===== src/verilog/ccr_pkg.sv =====
package ccr_pkg;

  // Clock rate and the second, from which every long count is derived.
  localparam int unsigned CLK_PERIOD_NS     = 4;
  localparam int unsigned NS_PER_SEC        = 1000000000;
  localparam int unsigned CLK_TICKS_PER_SEC = NS_PER_SEC / CLK_PERIOD_NS;
  localparam int unsigned SEC_PER_HOUR      = 3600;

  // Register addresses as seen by the serial-port register access path.
  localparam logic [7:0] CHARGE_VOLTAGE_ADDR = 8'h04;
  localparam logic [7:0] TERM_TIMER_ADDR     = 8'h05;
  localparam logic [7:0] BOOST_THERMAL_ADDR  = 8'h06;

  // Reset values of the three registers.
  localparam logic [7:0] CHARGE_VOLTAGE_RESET = 8'hb2;
  localparam logic [7:0] TERM_TIMER_RESET     = 8'h9c;
  localparam logic [7:0] BOOST_THERMAL_RESET  = 8'h73;

  // Field positions.
  localparam int unsigned CHARGE_CODE_LSB   = 2;
  localparam int unsigned PRE_EXIT_BIT      = 1;
  localparam int unsigned RECHARGE_SEL_BIT  = 0;
  localparam int unsigned TERM_ENABLE_BIT   = 7;
  localparam int unsigned HOST_TIMEOUT_LSB  = 4;
  localparam int unsigned SAFETY_ENABLE_BIT = 3;
  localparam int unsigned DURATION_LSB      = 1;
  localparam int unsigned BOOST_CODE_LSB    = 4;
  localparam int unsigned BOOST_HOT_LSB     = 2;
  localparam int unsigned THERMAL_LIM_LSB   = 0;

  // Voltages in millivolts.
  localparam logic [12:0] CHARGE_BASE_MV    = 13'hdb0;  // 3504 mV
  localparam logic [12:0] CHARGE_MAX_MV     = 13'h1130; // 4400 mV
  localparam int unsigned CHARGE_STEP_SHIFT = 4;        // 16 mV per step
  localparam logic [12:0] PRE_EXIT_LOW_MV   = 13'haf0;  // 2800 mV
  localparam logic [12:0] PRE_EXIT_HIGH_MV  = 13'hbb8;  // 3000 mV
  localparam logic [12:0] RECHARGE_LOW_MV   = 13'h064;  // 100 mV
  localparam logic [12:0] RECHARGE_HIGH_MV  = 13'h12c;  // 300 mV
  localparam logic [12:0] BOOST_BASE_MV     = 13'h11c6; // 4550 mV
  localparam int unsigned BOOST_STEP_SHIFT  = 6;        // 64 mV per step

  // Thermistor thresholds in percent of the internal regulator rail.
  localparam logic [6:0] BOOST_HOT_33_PCT = 7'h21;
  localparam logic [6:0] BOOST_HOT_36_PCT = 7'h24;
  localparam logic [6:0] BOOST_HOT_30_PCT = 7'h1e;
  localparam logic [6:0] BOOST_COLD_PCT   = 7'h4c;

  // Die temperature limits in degrees Celsius.
  localparam logic [7:0] THERMAL_60_C  = 8'h3c;
  localparam logic [7:0] THERMAL_80_C  = 8'h50;
  localparam logic [7:0] THERMAL_100_C = 8'h64;
  localparam logic [7:0] THERMAL_120_C = 8'h78;

  // Timer limits: seconds and hours as printed, then derived seconds.
  localparam int unsigned SEC_W            = 17;
  localparam logic [SEC_W-1:0] HOST_40_S   = 17'h00028;
  localparam logic [SEC_W-1:0] HOST_80_S   = 17'h00050;
  localparam logic [SEC_W-1:0] HOST_160_S  = 17'h000a0;
  localparam int unsigned SAFETY_5_HRS     = 5;
  localparam int unsigned SAFETY_8_HRS     = 8;
  localparam int unsigned SAFETY_12_HRS    = 12;
  localparam int unsigned SAFETY_20_HRS    = 20;
  localparam logic [SEC_W-1:0] SAFETY_5_SEC  = SEC_W'(SAFETY_5_HRS * SEC_PER_HOUR);
  localparam logic [SEC_W-1:0] SAFETY_8_SEC  = SEC_W'(SAFETY_8_HRS * SEC_PER_HOUR);
  localparam logic [SEC_W-1:0] SAFETY_12_SEC = SEC_W'(SAFETY_12_HRS * SEC_PER_HOUR);
  localparam logic [SEC_W-1:0] SAFETY_20_SEC = SEC_W'(SAFETY_20_HRS * SEC_PER_HOUR);

  // Boost hot threshold codes.
  typedef enum logic [1:0] {
    BHOT_33  = 2'b00,
    BHOT_36  = 2'b01,
    BHOT_30  = 2'b10,
    BHOT_OFF = 2'b11
  } ccr_bhot_e;

  // One register access from the serial-port front end.
  typedef struct packed {
    logic       valid;
    logic       write;
    logic [7:0] addr;
    logic [7:0] wdata;
  } ccr_access_s;

  // Registered answer to an access.
  typedef struct packed {
    logic       ack;
    logic       error;
    logic [7:0] rdata;
  } ccr_reply_s;

  // Decoded set points handed to the analog and charge control logic.
  typedef struct packed {
    logic [12:0] charge_mv;
    logic [12:0] precharge_exit_mv;
    logic [12:0] recharge_mv;
    logic [12:0] boost_mv;
    logic [7:0]  thermal_limit_c;
    logic        termination_enable;
    logic        safety_enable;
  } ccr_setpoint_s;

endpackage


===== src/verilog/ccr_sec_timer.sv =====
`timescale 1ns/1ps
module ccr_sec_timer #(
  parameter int unsigned TICKS_PER_SEC = ccr_pkg::CLK_TICKS_PER_SEC
) (
  input  wire logic                       clk_i,
  input  wire logic                       reset_n_i,
  input  wire logic                       restart_i,
  input  wire logic [ccr_pkg::SEC_W-1:0]  limit_sec_i,
  output logic                            expired_o
);
  import ccr_pkg::*;

  localparam int unsigned TICK_W = $clog2(TICKS_PER_SEC + 1);
  localparam logic [TICK_W-1:0] TICK_LAST = TICK_W'(TICKS_PER_SEC - 1);

  logic [TICK_W-1:0] tick_count;
  logic [SEC_W-1:0]  sec_count;

  // Counts whole seconds; expiry sticks until the next restart, so a late reader still sees it.
  always_ff @(posedge clk_i or negedge reset_n_i) begin
    if (!reset_n_i) begin
      tick_count <= '0;
      sec_count  <= '0;
      expired_o  <= 1'b0;
    end else if (restart_i) begin
      tick_count <= '0;
      sec_count  <= '0;
      expired_o  <= 1'b0;
    end else if (!expired_o) begin
      if (tick_count == TICK_LAST) begin
        tick_count <= '0;
        sec_count  <= sec_count + 1'b1;
        if (sec_count + 1'b1 >= limit_sec_i) begin
          expired_o <= 1'b1;
        end
      end else begin
        tick_count <= tick_count + 1'b1;
      end
    end
  end
endmodule


===== src/verilog/ccr_thermistor_monitor.sv =====
`timescale 1ns/1ps
module ccr_thermistor_monitor (
  input  wire logic               clk_i,
  input  wire logic               reset_n_i,
  input  wire ccr_pkg::ccr_bhot_e bhot_code_i,
  input  wire logic [6:0]         thermistor_pct_i,
  input  wire logic               boost_active_i,
  output logic                    boost_hot_cutoff_o,
  output logic                    thermistor_fault_o
);
  import ccr_pkg::*;

  logic [6:0] hot_pct;
  logic       cutoff_enabled;

  // A hotter thermistor gives a lower voltage, so hot means at or below the threshold.
  always_comb begin
    cutoff_enabled = 1'b1;
    unique case (bhot_code_i)
      BHOT_33: hot_pct = BOOST_HOT_33_PCT;
      BHOT_36: hot_pct = BOOST_HOT_36_PCT;
      BHOT_30: hot_pct = BOOST_HOT_30_PCT;
      BHOT_OFF: begin
        hot_pct        = BOOST_HOT_33_PCT;
        cutoff_enabled = 1'b0;
      end
    endcase
  end

  // Both thresholds are fractions of the regulator rail, so no absolute voltage is needed.
  always_ff @(posedge clk_i or negedge reset_n_i) begin
    if (!reset_n_i) begin
      boost_hot_cutoff_o <= 1'b0;
      thermistor_fault_o <= 1'b0;
    end else begin
      boost_hot_cutoff_o <= boost_active_i && cutoff_enabled && (thermistor_pct_i <= hot_pct);
      thermistor_fault_o <= boost_active_i && ((thermistor_pct_i <= hot_pct) ||
                                               (thermistor_pct_i >= BOOST_COLD_PCT));
    end
  end
endmodule


===== src/verilog/charger_config_registers.sv =====
`timescale 1ns/1ps
// Operation
// - Charge voltage: 3504 mV plus 16 mV steps
// - Precharge exit threshold: 2.8 V or 3.0 V
// - Recharge offset: 100 mV or 300 mV
// - Termination enable bit gates charge termination
// - Host timeout: off, 40, 80, 160 s
// - Safety timer enable and 5/8/12/20 hour limit
// - Boost voltage: 4550 mV plus 64 mV steps
// - Boost hot threshold: 33, 36, 30 percent
// - Code 11 keeps fault, drops boost cutoff
// - Thermal regulation limit: 60 to 120 C
// - Timer register resets 0x9c, fully read/write
// - Boost register resets 0x73, fully read/write
// - Thermistor thresholds reference regulator rail, cold 76%
module charger_config_registers #(
  parameter int unsigned TICKS_PER_SEC = ccr_pkg::CLK_TICKS_PER_SEC
) (
  input  wire logic                   clk_i,
  input  wire logic                   reset_n_i,
  input  wire ccr_pkg::ccr_access_s   access_i,
  output ccr_pkg::ccr_reply_s         reply_o,
  input  wire logic                   charging_i,
  input  wire logic                   term_current_reached_i,
  input  wire logic [12:0]            battery_mv_i,
  input  wire logic [7:0]             die_temp_c_i,
  input  wire logic [6:0]             thermistor_pct_i,
  input  wire logic                   boost_active_i,
  output ccr_pkg::ccr_setpoint_s      setpoint_o,
  output logic                        precharge_o,
  output logic                        recharge_o,
  output logic                        terminate_o,
  output logic                        thermal_regulation_o,
  output logic                        boost_hot_cutoff_o,
  output logic                        thermistor_fault_o,
  output logic                        host_absent_o,
  output logic                        safety_expired_o
);
  import ccr_pkg::*;

  logic [7:0]       charge_voltage_control;
  logic [7:0]       termination_timer_control;
  logic [7:0]       boost_thermal_control;
  logic [5:0]       charge_voltage_code;
  logic [3:0]       boost_voltage_code;
  logic [1:0]       host_timeout_select;
  logic [1:0]       fast_charge_duration;
  logic [1:0]       thermal_regulation_limit;
  ccr_bhot_e        boost_hot_code;
  logic [12:0]      next_charge_mv;
  logic [12:0]      next_boost_mv;
  logic [7:0]       next_thermal_limit;
  logic [SEC_W-1:0] host_limit_sec;
  logic [SEC_W-1:0] safety_limit_sec;
  logic             host_access;
  logic             safety_restart;

  // Field views of the stored registers.
  assign charge_voltage_code      = charge_voltage_control[CHARGE_CODE_LSB +: 6];
  assign host_timeout_select      = termination_timer_control[HOST_TIMEOUT_LSB +: 2];
  assign fast_charge_duration     = termination_timer_control[DURATION_LSB +: 2];
  assign boost_voltage_code       = boost_thermal_control[BOOST_CODE_LSB +: 4];
  assign thermal_regulation_limit = boost_thermal_control[THERMAL_LIM_LSB +: 2];
  assign boost_hot_code           = ccr_bhot_e'(boost_thermal_control[BOOST_HOT_LSB +: 2]);
  assign host_access              = access_i.valid;

  // Register writes; every bit is stored, reserved ones included, so reads return what was written.
  always_ff @(posedge clk_i or negedge reset_n_i) begin
    if (!reset_n_i) begin
      charge_voltage_control    <= CHARGE_VOLTAGE_RESET;
      termination_timer_control <= TERM_TIMER_RESET;
      boost_thermal_control     <= BOOST_THERMAL_RESET;
    end else if (access_i.valid && access_i.write) begin
      unique case (access_i.addr)
        CHARGE_VOLTAGE_ADDR: charge_voltage_control    <= access_i.wdata;
        TERM_TIMER_ADDR:     termination_timer_control <= access_i.wdata;
        BOOST_THERMAL_ADDR:  boost_thermal_control     <= access_i.wdata;
        default: ;
      endcase
    end
  end

  // Registered answer one cycle after the access; unmapped addresses read zero and flag an error.
  always_ff @(posedge clk_i or negedge reset_n_i) begin
    if (!reset_n_i) begin
      reply_o <= '0;
    end else begin
      reply_o.ack   <= access_i.valid;
      reply_o.error <= 1'b0;
      reply_o.rdata <= 8'h00;
      if (access_i.valid) begin
        unique case (access_i.addr)
          CHARGE_VOLTAGE_ADDR: reply_o.rdata <= access_i.write ? 8'h00 : charge_voltage_control;
          TERM_TIMER_ADDR:     reply_o.rdata <= access_i.write ? 8'h00 : termination_timer_control;
          BOOST_THERMAL_ADDR:  reply_o.rdata <= access_i.write ? 8'h00 : boost_thermal_control;
          default:             reply_o.error <= 1'b1;
        endcase
      end
    end
  end

  // Voltage arithmetic; charge codes past the top of the span are held at the ceiling rather than overshooting.
  always_comb begin
    next_charge_mv = CHARGE_BASE_MV + {3'h0, charge_voltage_code, 4'h0};
    if (next_charge_mv > CHARGE_MAX_MV) begin
      next_charge_mv = CHARGE_MAX_MV;
    end
    next_boost_mv = BOOST_BASE_MV + {3'h0, boost_voltage_code, 6'h00};
  end

  // Thermal regulation start temperature.
  always_comb begin
    unique case (thermal_regulation_limit)
      2'b00: next_thermal_limit = THERMAL_60_C;
      2'b01: next_thermal_limit = THERMAL_80_C;
      2'b10: next_thermal_limit = THERMAL_100_C;
      2'b11: next_thermal_limit = THERMAL_120_C;
    endcase
  end

  // Timer limits; the host limit of code 00 never matters because the timer is then held in restart.
  always_comb begin
    unique case (host_timeout_select)
      2'b00: host_limit_sec = HOST_40_S;
      2'b01: host_limit_sec = HOST_40_S;
      2'b10: host_limit_sec = HOST_80_S;
      2'b11: host_limit_sec = HOST_160_S;
    endcase
    unique case (fast_charge_duration)
      2'b00: safety_limit_sec = SAFETY_5_SEC;
      2'b01: safety_limit_sec = SAFETY_8_SEC;
      2'b10: safety_limit_sec = SAFETY_12_SEC;
      2'b11: safety_limit_sec = SAFETY_20_SEC;
    endcase
  end

  // Set points are registered so the analog side sees glitch-free values.
  always_ff @(posedge clk_i or negedge reset_n_i) begin
    if (!reset_n_i) begin
      setpoint_o <= '0;
    end else begin
      setpoint_o.charge_mv          <= next_charge_mv;
      setpoint_o.precharge_exit_mv  <= charge_voltage_control[PRE_EXIT_BIT] ?
                                       PRE_EXIT_HIGH_MV : PRE_EXIT_LOW_MV;
      setpoint_o.recharge_mv        <= next_charge_mv - (charge_voltage_control[RECHARGE_SEL_BIT] ?
                                       RECHARGE_HIGH_MV : RECHARGE_LOW_MV);
      setpoint_o.boost_mv           <= next_boost_mv;
      setpoint_o.thermal_limit_c    <= next_thermal_limit;
      setpoint_o.termination_enable <= termination_timer_control[TERM_ENABLE_BIT];
      setpoint_o.safety_enable      <= termination_timer_control[SAFETY_ENABLE_BIT];
    end
  end

  // Precharge, recharge and thermal decisions use the registered set points, one cycle behind a register write; termination reads the enable bit directly.
  always_ff @(posedge clk_i or negedge reset_n_i) begin
    if (!reset_n_i) begin
      precharge_o          <= 1'b0;
      recharge_o           <= 1'b0;
      terminate_o          <= 1'b0;
      thermal_regulation_o <= 1'b0;
    end else begin
      precharge_o          <= battery_mv_i < setpoint_o.precharge_exit_mv;
      recharge_o           <= battery_mv_i < setpoint_o.recharge_mv;
      terminate_o          <= term_current_reached_i &&
                              termination_timer_control[TERM_ENABLE_BIT];
      thermal_regulation_o <= die_temp_c_i >= setpoint_o.thermal_limit_c;
    end
  end

  // Any host access restarts the watchdog; with the timeout off it is held in restart.
  ccr_sec_timer #(
    .TICKS_PER_SEC (TICKS_PER_SEC)
  ) u_host_watchdog (
    .clk_i       (clk_i),
    .reset_n_i   (reset_n_i),
    .restart_i   (host_access || (host_timeout_select == 2'b00)),
    .limit_sec_i (host_limit_sec),
    .expired_o   (host_absent_o)
  );

  // The safety timer runs only while enabled and charging; leaving either state clears it.
  assign safety_restart = !(termination_timer_control[SAFETY_ENABLE_BIT] && charging_i);

  ccr_sec_timer #(
    .TICKS_PER_SEC (TICKS_PER_SEC)
  ) u_safety_timer (
    .clk_i       (clk_i),
    .reset_n_i   (reset_n_i),
    .restart_i   (safety_restart),
    .limit_sec_i (safety_limit_sec),
    .expired_o   (safety_expired_o)
  );

  // Boost temperature monitor against rail-relative thresholds.
  ccr_thermistor_monitor u_thermistor (
    .clk_i              (clk_i),
    .reset_n_i          (reset_n_i),
    .bhot_code_i        (boost_hot_code),
    .thermistor_pct_i   (thermistor_pct_i),
    .boost_active_i     (boost_active_i),
    .boost_hot_cutoff_o (boost_hot_cutoff_o),
    .thermistor_fault_o (thermistor_fault_o)
  );
endmodule


===== config.mk =====
export PLATFORM = sky130hd
export DESIGN_NAME = charger_config_registers
export DESIGN_NICKNAME = d
export VERILOG_FILES = /design/src/verilog/ccr_pkg.sv /design/src/verilog/ccr_sec_timer.sv /design/src/verilog/ccr_thermistor_monitor.sv /design/src/verilog/charger_config_registers.sv
export SDC_FILE = /design/constraint.sdc
export NUM_CORES = 1
export LEC_CHECK = 0
export BUFFER_PORTS_ARGS = -buffer_cell sky130_fd_sc_hd__buf_4
export CAP_MARGIN = 10
export CORE_UTILIZATION = 55
export CTS_CLUSTER_DIAMETER = 30
export DETAILED_ROUTE_END_ITERATION = 7
export MAX_ROUTING_LAYER = met4
export PLACE_DENSITY = 0.8
export SKIP_CTS_REPAIR_TIMING = 1
export SLEW_MARGIN = 40
export SYNTH_ARGS = -nofsm -noshare
export SYNTH_HDL_FRONTEND = slang
export SYNTH_SLANG_ARGS = --single-unit

===== constraint.sdc =====
create_clock -name clk_i -period 9.2 [get_ports clk_i]
set_input_delay 2.76 -clock clk_i [delete_from_list [all_inputs] [get_ports clk_i]]
set_output_delay 2.76 -clock clk_i [all_outputs]
set_load 0.02 [all_outputs]

==> reports/qor.yml, run 1 <==
run_status:
  status: "finished, final reports clean"
global_route:
  grt_overflow: 0
  grt_pass1_vias: 7341
  antenna_found_initial: 0
  grt_pass1_wl_um: 35160
  grt_max_degree: 108
  grt_util_all_layers_pct: 25.71
logic_synthesis:
  post_synth_num_cell_types: 61
  netlist.area_leader.share_pct: 40.70
  ys.flop_type: "dfrtp_1"
  synth_area_leader_cell: "dfrtp_1"
  synthCells: 996
  ys_top_cells_by_count: "dfrtp_1, nor2_1, nand2_1, ha_1, inv_1"
  syn_avg_cell_area_um2: 9.444
  yosys-top-cells-area: "dfrtp_1, ha_1, nor2_1"
  ys_seq_area_share_pct: 44.33
  synth-seq-cells: 166
  synth_edf_count: 0
  syn_area_um2: 9407
  async_reset_ff_share_pct: 100.0
  synth_warnings: 0
  post-synth-top-count-cell: "dfrtp_1"
hold_path:
  hold_path_class: "flop to flop"
critical_path:
  cp.required_ps: 9560
  path_max_fanout: 17
  path_delay_family: "simple AND/OR/NAND/NOR gates"
  crit_path_max_incr_delay_ps: 690
  path_common_cell: "nand2_1"
  start_kind: "input port"
  crit_type: "input port to flop"
  cp_slowest_cell: "nor2_1"
  worstPathArrival_ps: 4710
  cp-end-kind: "flop"
  path_cells: "buf_4 > nand2_1 > nor2_1 > nand2b_1 > o41a_1 > nand2_1"
  path_buf_inv: 1
cts:
  clock_latency_ps: 430
  htreeDepth: 4
  tritoncts: "yes"
  clockRootBuffer: "clkbuf_16"
  cts_buffers: 17
  cts.clk_slew.worst_paths_ps: 60
  cts_buffer_depth: 2
  cts_sinks: 166
power:
  swShare_pct: 23.04
  p_leak_uw: 0.005041
  comb_power_share_pct: 9.1
  p_int_uw: 1264
  power.density_nw_per_um2: 149.6
  pwr-share-clk_pct: 44.6
  netSwitchingPower_uw: 378.2
  pwr-share-seq_pct: 46.3
  ir_worst_vdd_mv: 0.1310
timing:
  fmax_ghz: 0.2300
  finalHoldViolCount: 0
  min_period_over_period_pct: 47.25
  fin_worst_skew_ps: 8.729
  relSlewSlack_pct: 50.97
  worst_pin_slew_ps: 732.7
  drv_slew: 0
  setup_tns_ps: 0
  finalSetupViolations: 0
  rsz0062_at_grt: "no"
  finalCriticalPeriod_ps: 4347
cells_and_area:
  antenna_cells: 0
  fin_cells: 1325
  n_fill_cell: 1305
  final_area_um2: 10970
  syn_to_final_growth_pct: 16.65
  drive_gt1_share_pct: 16.92
  num-nets-final: 1208
route:
  wl_per_cell_um: 15.71
  wirelength_um: 20810
  viasPerCell: 5.682
  vias: 7529
  drc: 0
  first_pass_iters: 5
  drtAntennaViolNets: 0
  drtIter0Drc: 568
placement:
  dpl.hpwl_um: 15030
  gp_routability_congestion: 0.8922
  port_buffers: 109
  dp_cells: 1291
  place_area_um2: 10310
floorplanning:
  die_y_um: 132.8
  start_util_pct: 56.52
  core_um2: 16640
  fp.dieW_um: 132.8
  rows: 47
  ios: 131
  dieArea_um2: 17630
job:
  cap_violations: 0
==> metal layers <==
metal | GRT usage [%] | part of all wire [%] | up-vias
met1 | 32.46 | 44 | 3672
met3 | 4.330 | 4.9 | 33
met2 | 41.40 | 49 | 218
met5 | - | 0 | -
met4 | 10.03 | 2.3 | 0
li1 | - | - | 3606
==> flip-flops by register name (all words and copies together) (netlist names) <==
signal / cells
reply_o: 10
u_safety_timer.tick_count: 28
terminate_o: 1
boost_thermal_control: 8
u_thermistor.boost_hot_cutoff_o: 1
setpoint_o: 34
u_host_watchdog.expired_o: 1
u_thermistor.thermistor_fault_o: 1
recharge_o: 1
u_host_watchdog.sec_count: 17
u_safety_timer.sec_count: 17
u_host_watchdog.tick_count: 28
thermal_regulation_o: 1
u_safety_timer.expired_o: 1
termination_timer_control: 8
charge_voltage_control: 8
precharge_o: 1
==> layout by cell type, fill, tap and decap left out, types with 10 or more instances in the layout <==
cell	count
and3_1	21
inv_1	57
nor3_1	23
mux2i_1	11
conb_1	20
o21ai_0	44
nand4_1	29
nand3_1	38
nor2_1	118
a21oi_1	30
nand2b_1	10
dfstp_2	13
nor4_1	10
and2_1	10
dfrtp_1	153
nand2_1	94
xnor2_1	36
clkbuf_16	17
ha_1	65
mux2_2	16
xor2_1	44
a31oi_1	18
buf_4	113
==> cell families (layout without fill, tap and decap cells) <==
logic type | Yosys count | count (layout) | share of synthesized area (%)
xor gates and xnor gates | 80 | 80 | 7.449
adders and majority gates | 65 | 65 | 8.646
and+or+nand+nor | 393 | 393 | 20.40
muxes | 27 | 27 | 3.086
other | 2 | 20 | 0.07984
DFF | 166 | 166 | 44.33
buffers and inverters | 115 | 206 | 5.839
AOI/OAI and AO/OA | 148 | 148 | 10.16
==> worst register-to-register path: stages (launching register included) <==
cell and delay, ps:
dfrtp_1 440, inv_1 120, ha_1 240, nand2b_1 240, nor3_1 250, mux2i_1 120
o21ai_0 490, and3_1 290, ha_1 290, a21o_1 200, a21oi_1 220, mux2_2 360
==> through the flow <==
stage / total power, uW / hold slack [ps] / worst slack (ps) / utilization [%]
floorplan: 856.2 / 395.5 / 4911 / -
global placement: 915.9 / 412.5 / 4430 / 61.76
detailed placement: 920.6 / 413.1 / 4413 / 61.94
CTS: 1653 / 423.0 / 4875 / 65.61
global route: 1703 / 425.5 / 4734 / 65.93
finish: 1642 / 419.0 / 4853 / 65.93
==> final timing paths <==
path / cells after the start / start / endpoint / slack [ps]
min in group asynchronous: 1 / reset_n_i / u_safety_timer.sec_count[9] / 2210
min reg2reg: 0 / charge_voltage_control[1] / setpoint_o[44] / 420
max: 6 / charging_i / u_safety_timer.tick_count[26] / 4850
min: 0 / charge_voltage_control[1] / setpoint_o[44] / 420
max in group asynchronous: 4 / reset_n_i / boost_thermal_control[1] / 5700
max reg2reg: 11 / charge_voltage_control[2] / setpoint_o[33] / 5820
==> power groups by stage <==
stage | sequential (uW) | combinational (uW) | clock, uW
6_report | 760 | 150 | 733
5_1_grt | 761 | 167 | 775
4_1_cts | 759 | 149 | 744
3_3_place_gp | 772 | 144 | 0
2_1_floorplan | 783 | 73.0 | 0
3_5_place_dp | 772 | 148 | 0
==> area by class of cell <==
class                           instances  area [um2]  share of cell area (%)
Clock buffer                           24       491.7                   4.481
Clock inverter                          8       120.1                   1.095
Inverter                               57       214.0                   1.950
Multi-Input combinational cell        733        4780                   43.56
Sequential cell                       166        4170                   38.00
Tap cell                              220       275.3                   2.509
Timing Repair Buffer                  117       922.1                   8.404
No activity file was read; power rests on OpenSTA's default activity.
==> run 2: changes to the inputs <==
Clock period 9.2 ns to 4.4 ns, I/O delays scaled along.
==> reports/qor.yml, run 2 (synthesis results as in run 1) <==
floorplanning:
  core_um2: 16640  # unchanged
  rows: 47  # unchanged
  die_y_um: 132.8  # unchanged
  fp.dieW_um: 132.8  # unchanged
  ios: 131  # unchanged
  dieArea_um2: 17630  # unchanged
  start_util_pct: 56.52  # unchanged
global_route:
  grt_util_all_layers_pct: 25.88  # +0.17 points
  grt_max_degree: 81  # -25%
  grt_pass1_vias: 7363  # +0.30%
  grt_overflow: 0  # unchanged
  grt_pass1_wl_um: 35200  # +0.12%
  antenna_found_initial: 1  # +1
placement:
  gp_routability_congestion: 0.9114  # +2.2%
  dpl.hpwl_um: 15060  # +0.25%
  port_buffers: 109  # unchanged
  place_area_um2: 10320  # +0.17%
cts:
  cts.clk_slew.worst_paths_ps: 60  # about the same
  cts_sinks: 166  # unchanged
  clockRootBuffer: "clkbuf_16"
  tritoncts: "yes"
  cts_buffers: 17  # unchanged
  clock_latency_ps: 430  # about the same
  cts_buffer_depth: 2  # unchanged
  htreeDepth: 4  # unchanged
cells_and_area:
  largest_reg_flops: 34  # unchanged
  final_common_cell: "dfrtp_1"
  drive_gt1_share_pct: 17.24  # +0.32 points
  regMostFlops: "setpoint_o"
  top_regs: "setpoint_o (34), u_host_watchdog.tick_count (28), u_safety_timer.tick_count (28)"
  num-nets-final: 1211  # +0.25%
  final_area_um2: 10950  # -0.24%
  syn_to_final_growth_pct: 16.37
  layout_common_cells: "dfrtp_1, nor2_1, buf_4, nand2_1, ha_1"
power:
  ir_worst_vdd_mv: 0.3109  # +140%
  power.density_nw_per_um2: 308.0  # +110%
  p_leak_uw: 0.005034  # -0.13%
run_status:
  status: "finished, final reports clean"
critical_path:
  crit_type: "flop to flop"
  cp-end-kind: "flop"
  start_kind: "flop"
  path_max_fanout: 6  # -11
  worstPathArrival_ps: 3650  # -1060 ps
  cp.required_ps: 4710  # -4850 ps
timing:
  fin_worst_skew_ps: 8.550  # -0.1788 ps
  rsz0062_at_grt: "no"
  drv_slew: 0  # unchanged
  setup_tns_ps: 0  # unchanged
  finalSetupViolations: 0  # unchanged
  finalHoldViolCount: 0  # unchanged
  relSlewSlack_pct: 47.47  # -3.5 points
  fmax_ghz: 0.2996
  min_period_over_period_pct: 75.87
  finalCriticalPeriod_ps: 3338
  worst_pin_slew_ps: 785.0  # +52.34 ps
  hold_ws_ps: 423.0  # +3.948 ps
route:
  drc: 0  # unchanged
  wl_per_cell_um: 15.55  # -0.98%
  first_pass_iters: 5  # unchanged
  vias: 7448  # -1.1%
  drtIter0Drc: 586  # +3.2%
  viasPerCell: 5.604  # -1.4%
  drtAntennaViolNets: 0  # unchanged
  wirelength_um: 20670  # -0.68%
job:
  cap_violations: 0  # unchanged
hold_path:
  hold_path_class: "flop to flop"
## run 2: worst paths after layout
check | from | endpoint | slack (ps) | cells past startpoint
worst max-delay path | charge_voltage_control[2] | setpoint_o[33] | 1060 | 11
worst min-delay path | charge_voltage_control[1] | setpoint_o[44] | 420 | 0
worst max register to register | charge_voltage_control[2] | setpoint_o[33] | 1060 | 11
worst min register to register | charge_voltage_control[1] | setpoint_o[44] | 420 | 0
max in group asynchronous | reset_n_i | charge_voltage_control[1] | 2610 | 3
min in group asynchronous | reset_n_i | u_safety_timer.sec_count[15] | 730 | 1
## run 2: metrics by stage
stage / worst slack, ps / util [%] / std cells / total power (uW)
5_1_grt: 831.8 / 65.78 / 1329 / 3495
3_3_place_gp: 1108 / 61.99 / 1295 / 1917
3_5_place_dp: 1090 / 62.04 / 1295 / 1926
2_1_floorplan: 1515 / - / 1014 / 1790
4_1_cts: 1055 / 65.56 / 1327 / 3388
6_report: 1062 / 65.78 / 1329 / 3372
## run 2: cell type report
cell class,count,area (um2)
Fill cell,1336,5695
Sequential cell,166,4170
Multi-Input combinational cell,733,4775
Inverter,57,214.0
Tap cell,220,275.3
Antenna cell,1,2.502
Clock inverter,12,128.9
Timing Repair Buffer,120,924.6
Clock buffer,20,456.7
## run 2: layer usage
metal,track usage (%),up-vias,wire (um)
met5,-,-,0
met4,9.834,0,431
met3,4.521,35,1006
met2,41.40,197,9915
met1,32.92,3601,9318
li1,-,3615,-
## run 2: worst max-delay path, stage by stage (launching register included)
cell,delay [ps]
dfrtp_1,430
inv_1,120
ha_1,240
nand2b_1,230
nor3_1,210
mux2i_1,100
o21ai_0,540
and3_1,290
ha_1,300
a21o_1,200
a21oi_1,200
mux2_2,370
## run 2: report_power, final
group	switching, uW	internal (uW)
Combinational	185	129
Clock	608	863
Sequential	24.5	1560
==> run 3: changes to the inputs <==
Settings changed: CORE_UTILIZATION 55 to 53.
Clock period 4.4 ns to 2.9 ns, I/O delays scaled along.
==> reports/qor.yml, run 3 (synthesis results as in run 1) <==
cells_and_area:
  final_common_cell: "dfrtp_1"
  num-nets-final: 1231  # +1.7%
  final_util_pct: 64.23  # -1.5 points
  antenna_cells: 0  # -1
  syn_to_final_growth_pct: 18.10
  largest_reg_flops: 34  # unchanged
  layout_common_cells: "dfrtp_1, buf_4, nor2_1, nand2_1, ha_1"
  top_regs: "setpoint_o (34), u_host_watchdog.tick_count (28), u_safety_timer.tick_count (28)"
  drive_gt1_share_pct: 19.06  # +1.8 points
  regMostFlops: "setpoint_o"
route:
  first_pass_iters: 5  # unchanged
  drtIter0Drc: 494  # -16%
  viasPerCell: 5.636  # +0.57%
  wirelength_um: 20690  # about the same
  drtAntennaViolNets: 0  # unchanged
  vias: 7626  # +2.4%
  drc: 0  # unchanged
  wl_per_cell_um: 15.29  # -1.7%
power:
  p_total_uw: 5073  # +50%
  p_leak_uw: 0.005136  # +2.0%
  ir_worst_vdd_mv: 0.4776  # +54%
  power.density_nw_per_um2: 456.7  # +48%
timing:
  fmax_ghz: 0.3688  # +23%
  min_period_over_period_pct: 93.50  # +18 points
  finalCriticalPeriod_ps: 2712  # -626.8 ps
  relSlewSlack_pct: 52.98  # +5.5 points
  finalHoldViolCount: 0  # unchanged
  drv_slew: 0  # unchanged
  finalSetupViolations: 0  # unchanged
  rsz0062_at_grt: "no"
  worst_pin_slew_ps: 698.8  # -86.24 ps
  fin_worst_skew_ps: 11.52  # +2.968 ps
critical_path:
  path_max_fanout: 5  # -1
  cp-end-kind: "flop"
  path_cells: "and4_1 > and2_1 > and4_1 > nand4_1 > xnor2_1 > ha_1 > nand4_1 > nor3_1 > o41a_1 > o21bai_1 > a211oi_2"
  crit_path_max_incr_delay_ps: 410  # -130 ps
  startpoint: "u_safety_timer.sec_count[4]"
  start_kind: "flop"
  worstPathArrival_ps: 3030  # -620 ps
  r2r_cells: 11  # unchanged
  crit_type: "flop to flop"
  crit-reg2reg-launch: "u_safety_timer.sec_count[4]"
  cp_slowest_cell: "dfrtp_1"
  cp.required_ps: 3220  # -1490 ps
placement:
  port_buffers: 109  # unchanged
  dpl.hpwl_um: 15420  # +2.4%
  gp_routability_congestion: 0.8747  # -4.0%
global_route:
  grt_overflow: 0  # unchanged
  grt_max_degree: 57  # -30%
  grt_pass1_wl_um: 34930  # -0.78%
  antenna_found_initial: 0  # -1
  grt_util_all_layers_pct: 24.89  # -0.99 points
  grt_pass1_vias: 7506  # +1.9%
floorplanning:
  rows: 48  # +2.1%
  core_um2: 17300  # +3.9%
  fp.dieW_um: 135.2  # +1.8%
  ios: 131  # unchanged
  die_y_um: 135.2  # +1.8%
  dieArea_um2: 18280  # +3.7%
  start_util_pct: 54.38  # -2.1 points
cts:
  clock_latency_ps: 430  # about the same
  cts_buffer_depth: 2  # unchanged
  tritoncts: "yes"
  cts_sinks: 166  # unchanged
  htreeDepth: 4  # unchanged
  clockRootBuffer: "clkbuf_16"
  cts_buffers: 17  # unchanged
  cts.clk_slew.worst_paths_ps: 60  # about the same
job:
  cap_violations: 0  # unchanged
run_status:
  status: "finished, final reports clean"
hold_path:
  hold_path_class: "input port to async pin"
## run 3: cell count changes in the layout (fill, tap and decap cells not counted), moves of 2 or more
cell / change
clkinv_4: -2
inv_8: +2
inv_6: +2
buf_12: +2
clkinv_2: -2
buf_4: +19
## run 3: critical path: cells and delay by family, from the launching register on
family,cells,cell delay (ps)
and+or+nand+nor,6,1170
adders and majority gates,1,330
xor gates and xnor gates,1,180
AOI/OAI and AO/OA,3,510
DFF,1,410
## run 3: per-stage QoR
stage	worst slack [ps]	std cells	hold slack, ps	instance area, um2	setup TNS (ps)
floorplan	14.91	1014	395.5	9474	0
global placement	135.5	1320	405.0	10500	0
detailed placement	23.88	1320	407.8	10500	0
CTS	-7.000	1352	405.8	11070	-7.000
global route	2.311	1353	432.4	11110	0
finish	188.5	1353	397.2	11110	0
## run 3: worst paths after layout
path | endpoint | slack, ps
min | u_safety_timer.sec_count[11] | 400
max | u_safety_timer.expired_o | 190
max in group asynchronous | u_safety_timer.tick_count[14] | 1810
min in group clk_i | setpoint_o[44] | 430
max reg2reg | u_safety_timer.expired_o | 190
min reg2reg | setpoint_o[44] | 430
## run 3: area by class of cell
cell class,instances,area [um2]
repair buffers,140,1080
multi-input cells,733,4788
inverters,57,214.0
flip-flops and latches,166,4170
clock inverters,12,118.9
well taps,225,281.5
clock buffers,20,456.7
fillers,1345,6187
## run 3: report_power, final
group	internal, uW	switching, uW	leakage, uW
registers	2370	36.4	0.00214
clock network	1240	938	0.000273
logic	202	285	0.00272
## run 3: layer usage
layer | vias up | GRT usage, % | share of wire [%]
met4 | 0 | 8.614 | 2.1
met5 | - | - | 0
met3 | 33 | 4.976 | 5.5
li1 | 3654 | - | -
met1 | 3704 | 30.19 | 43
met2 | 235 | 41.34 | 50
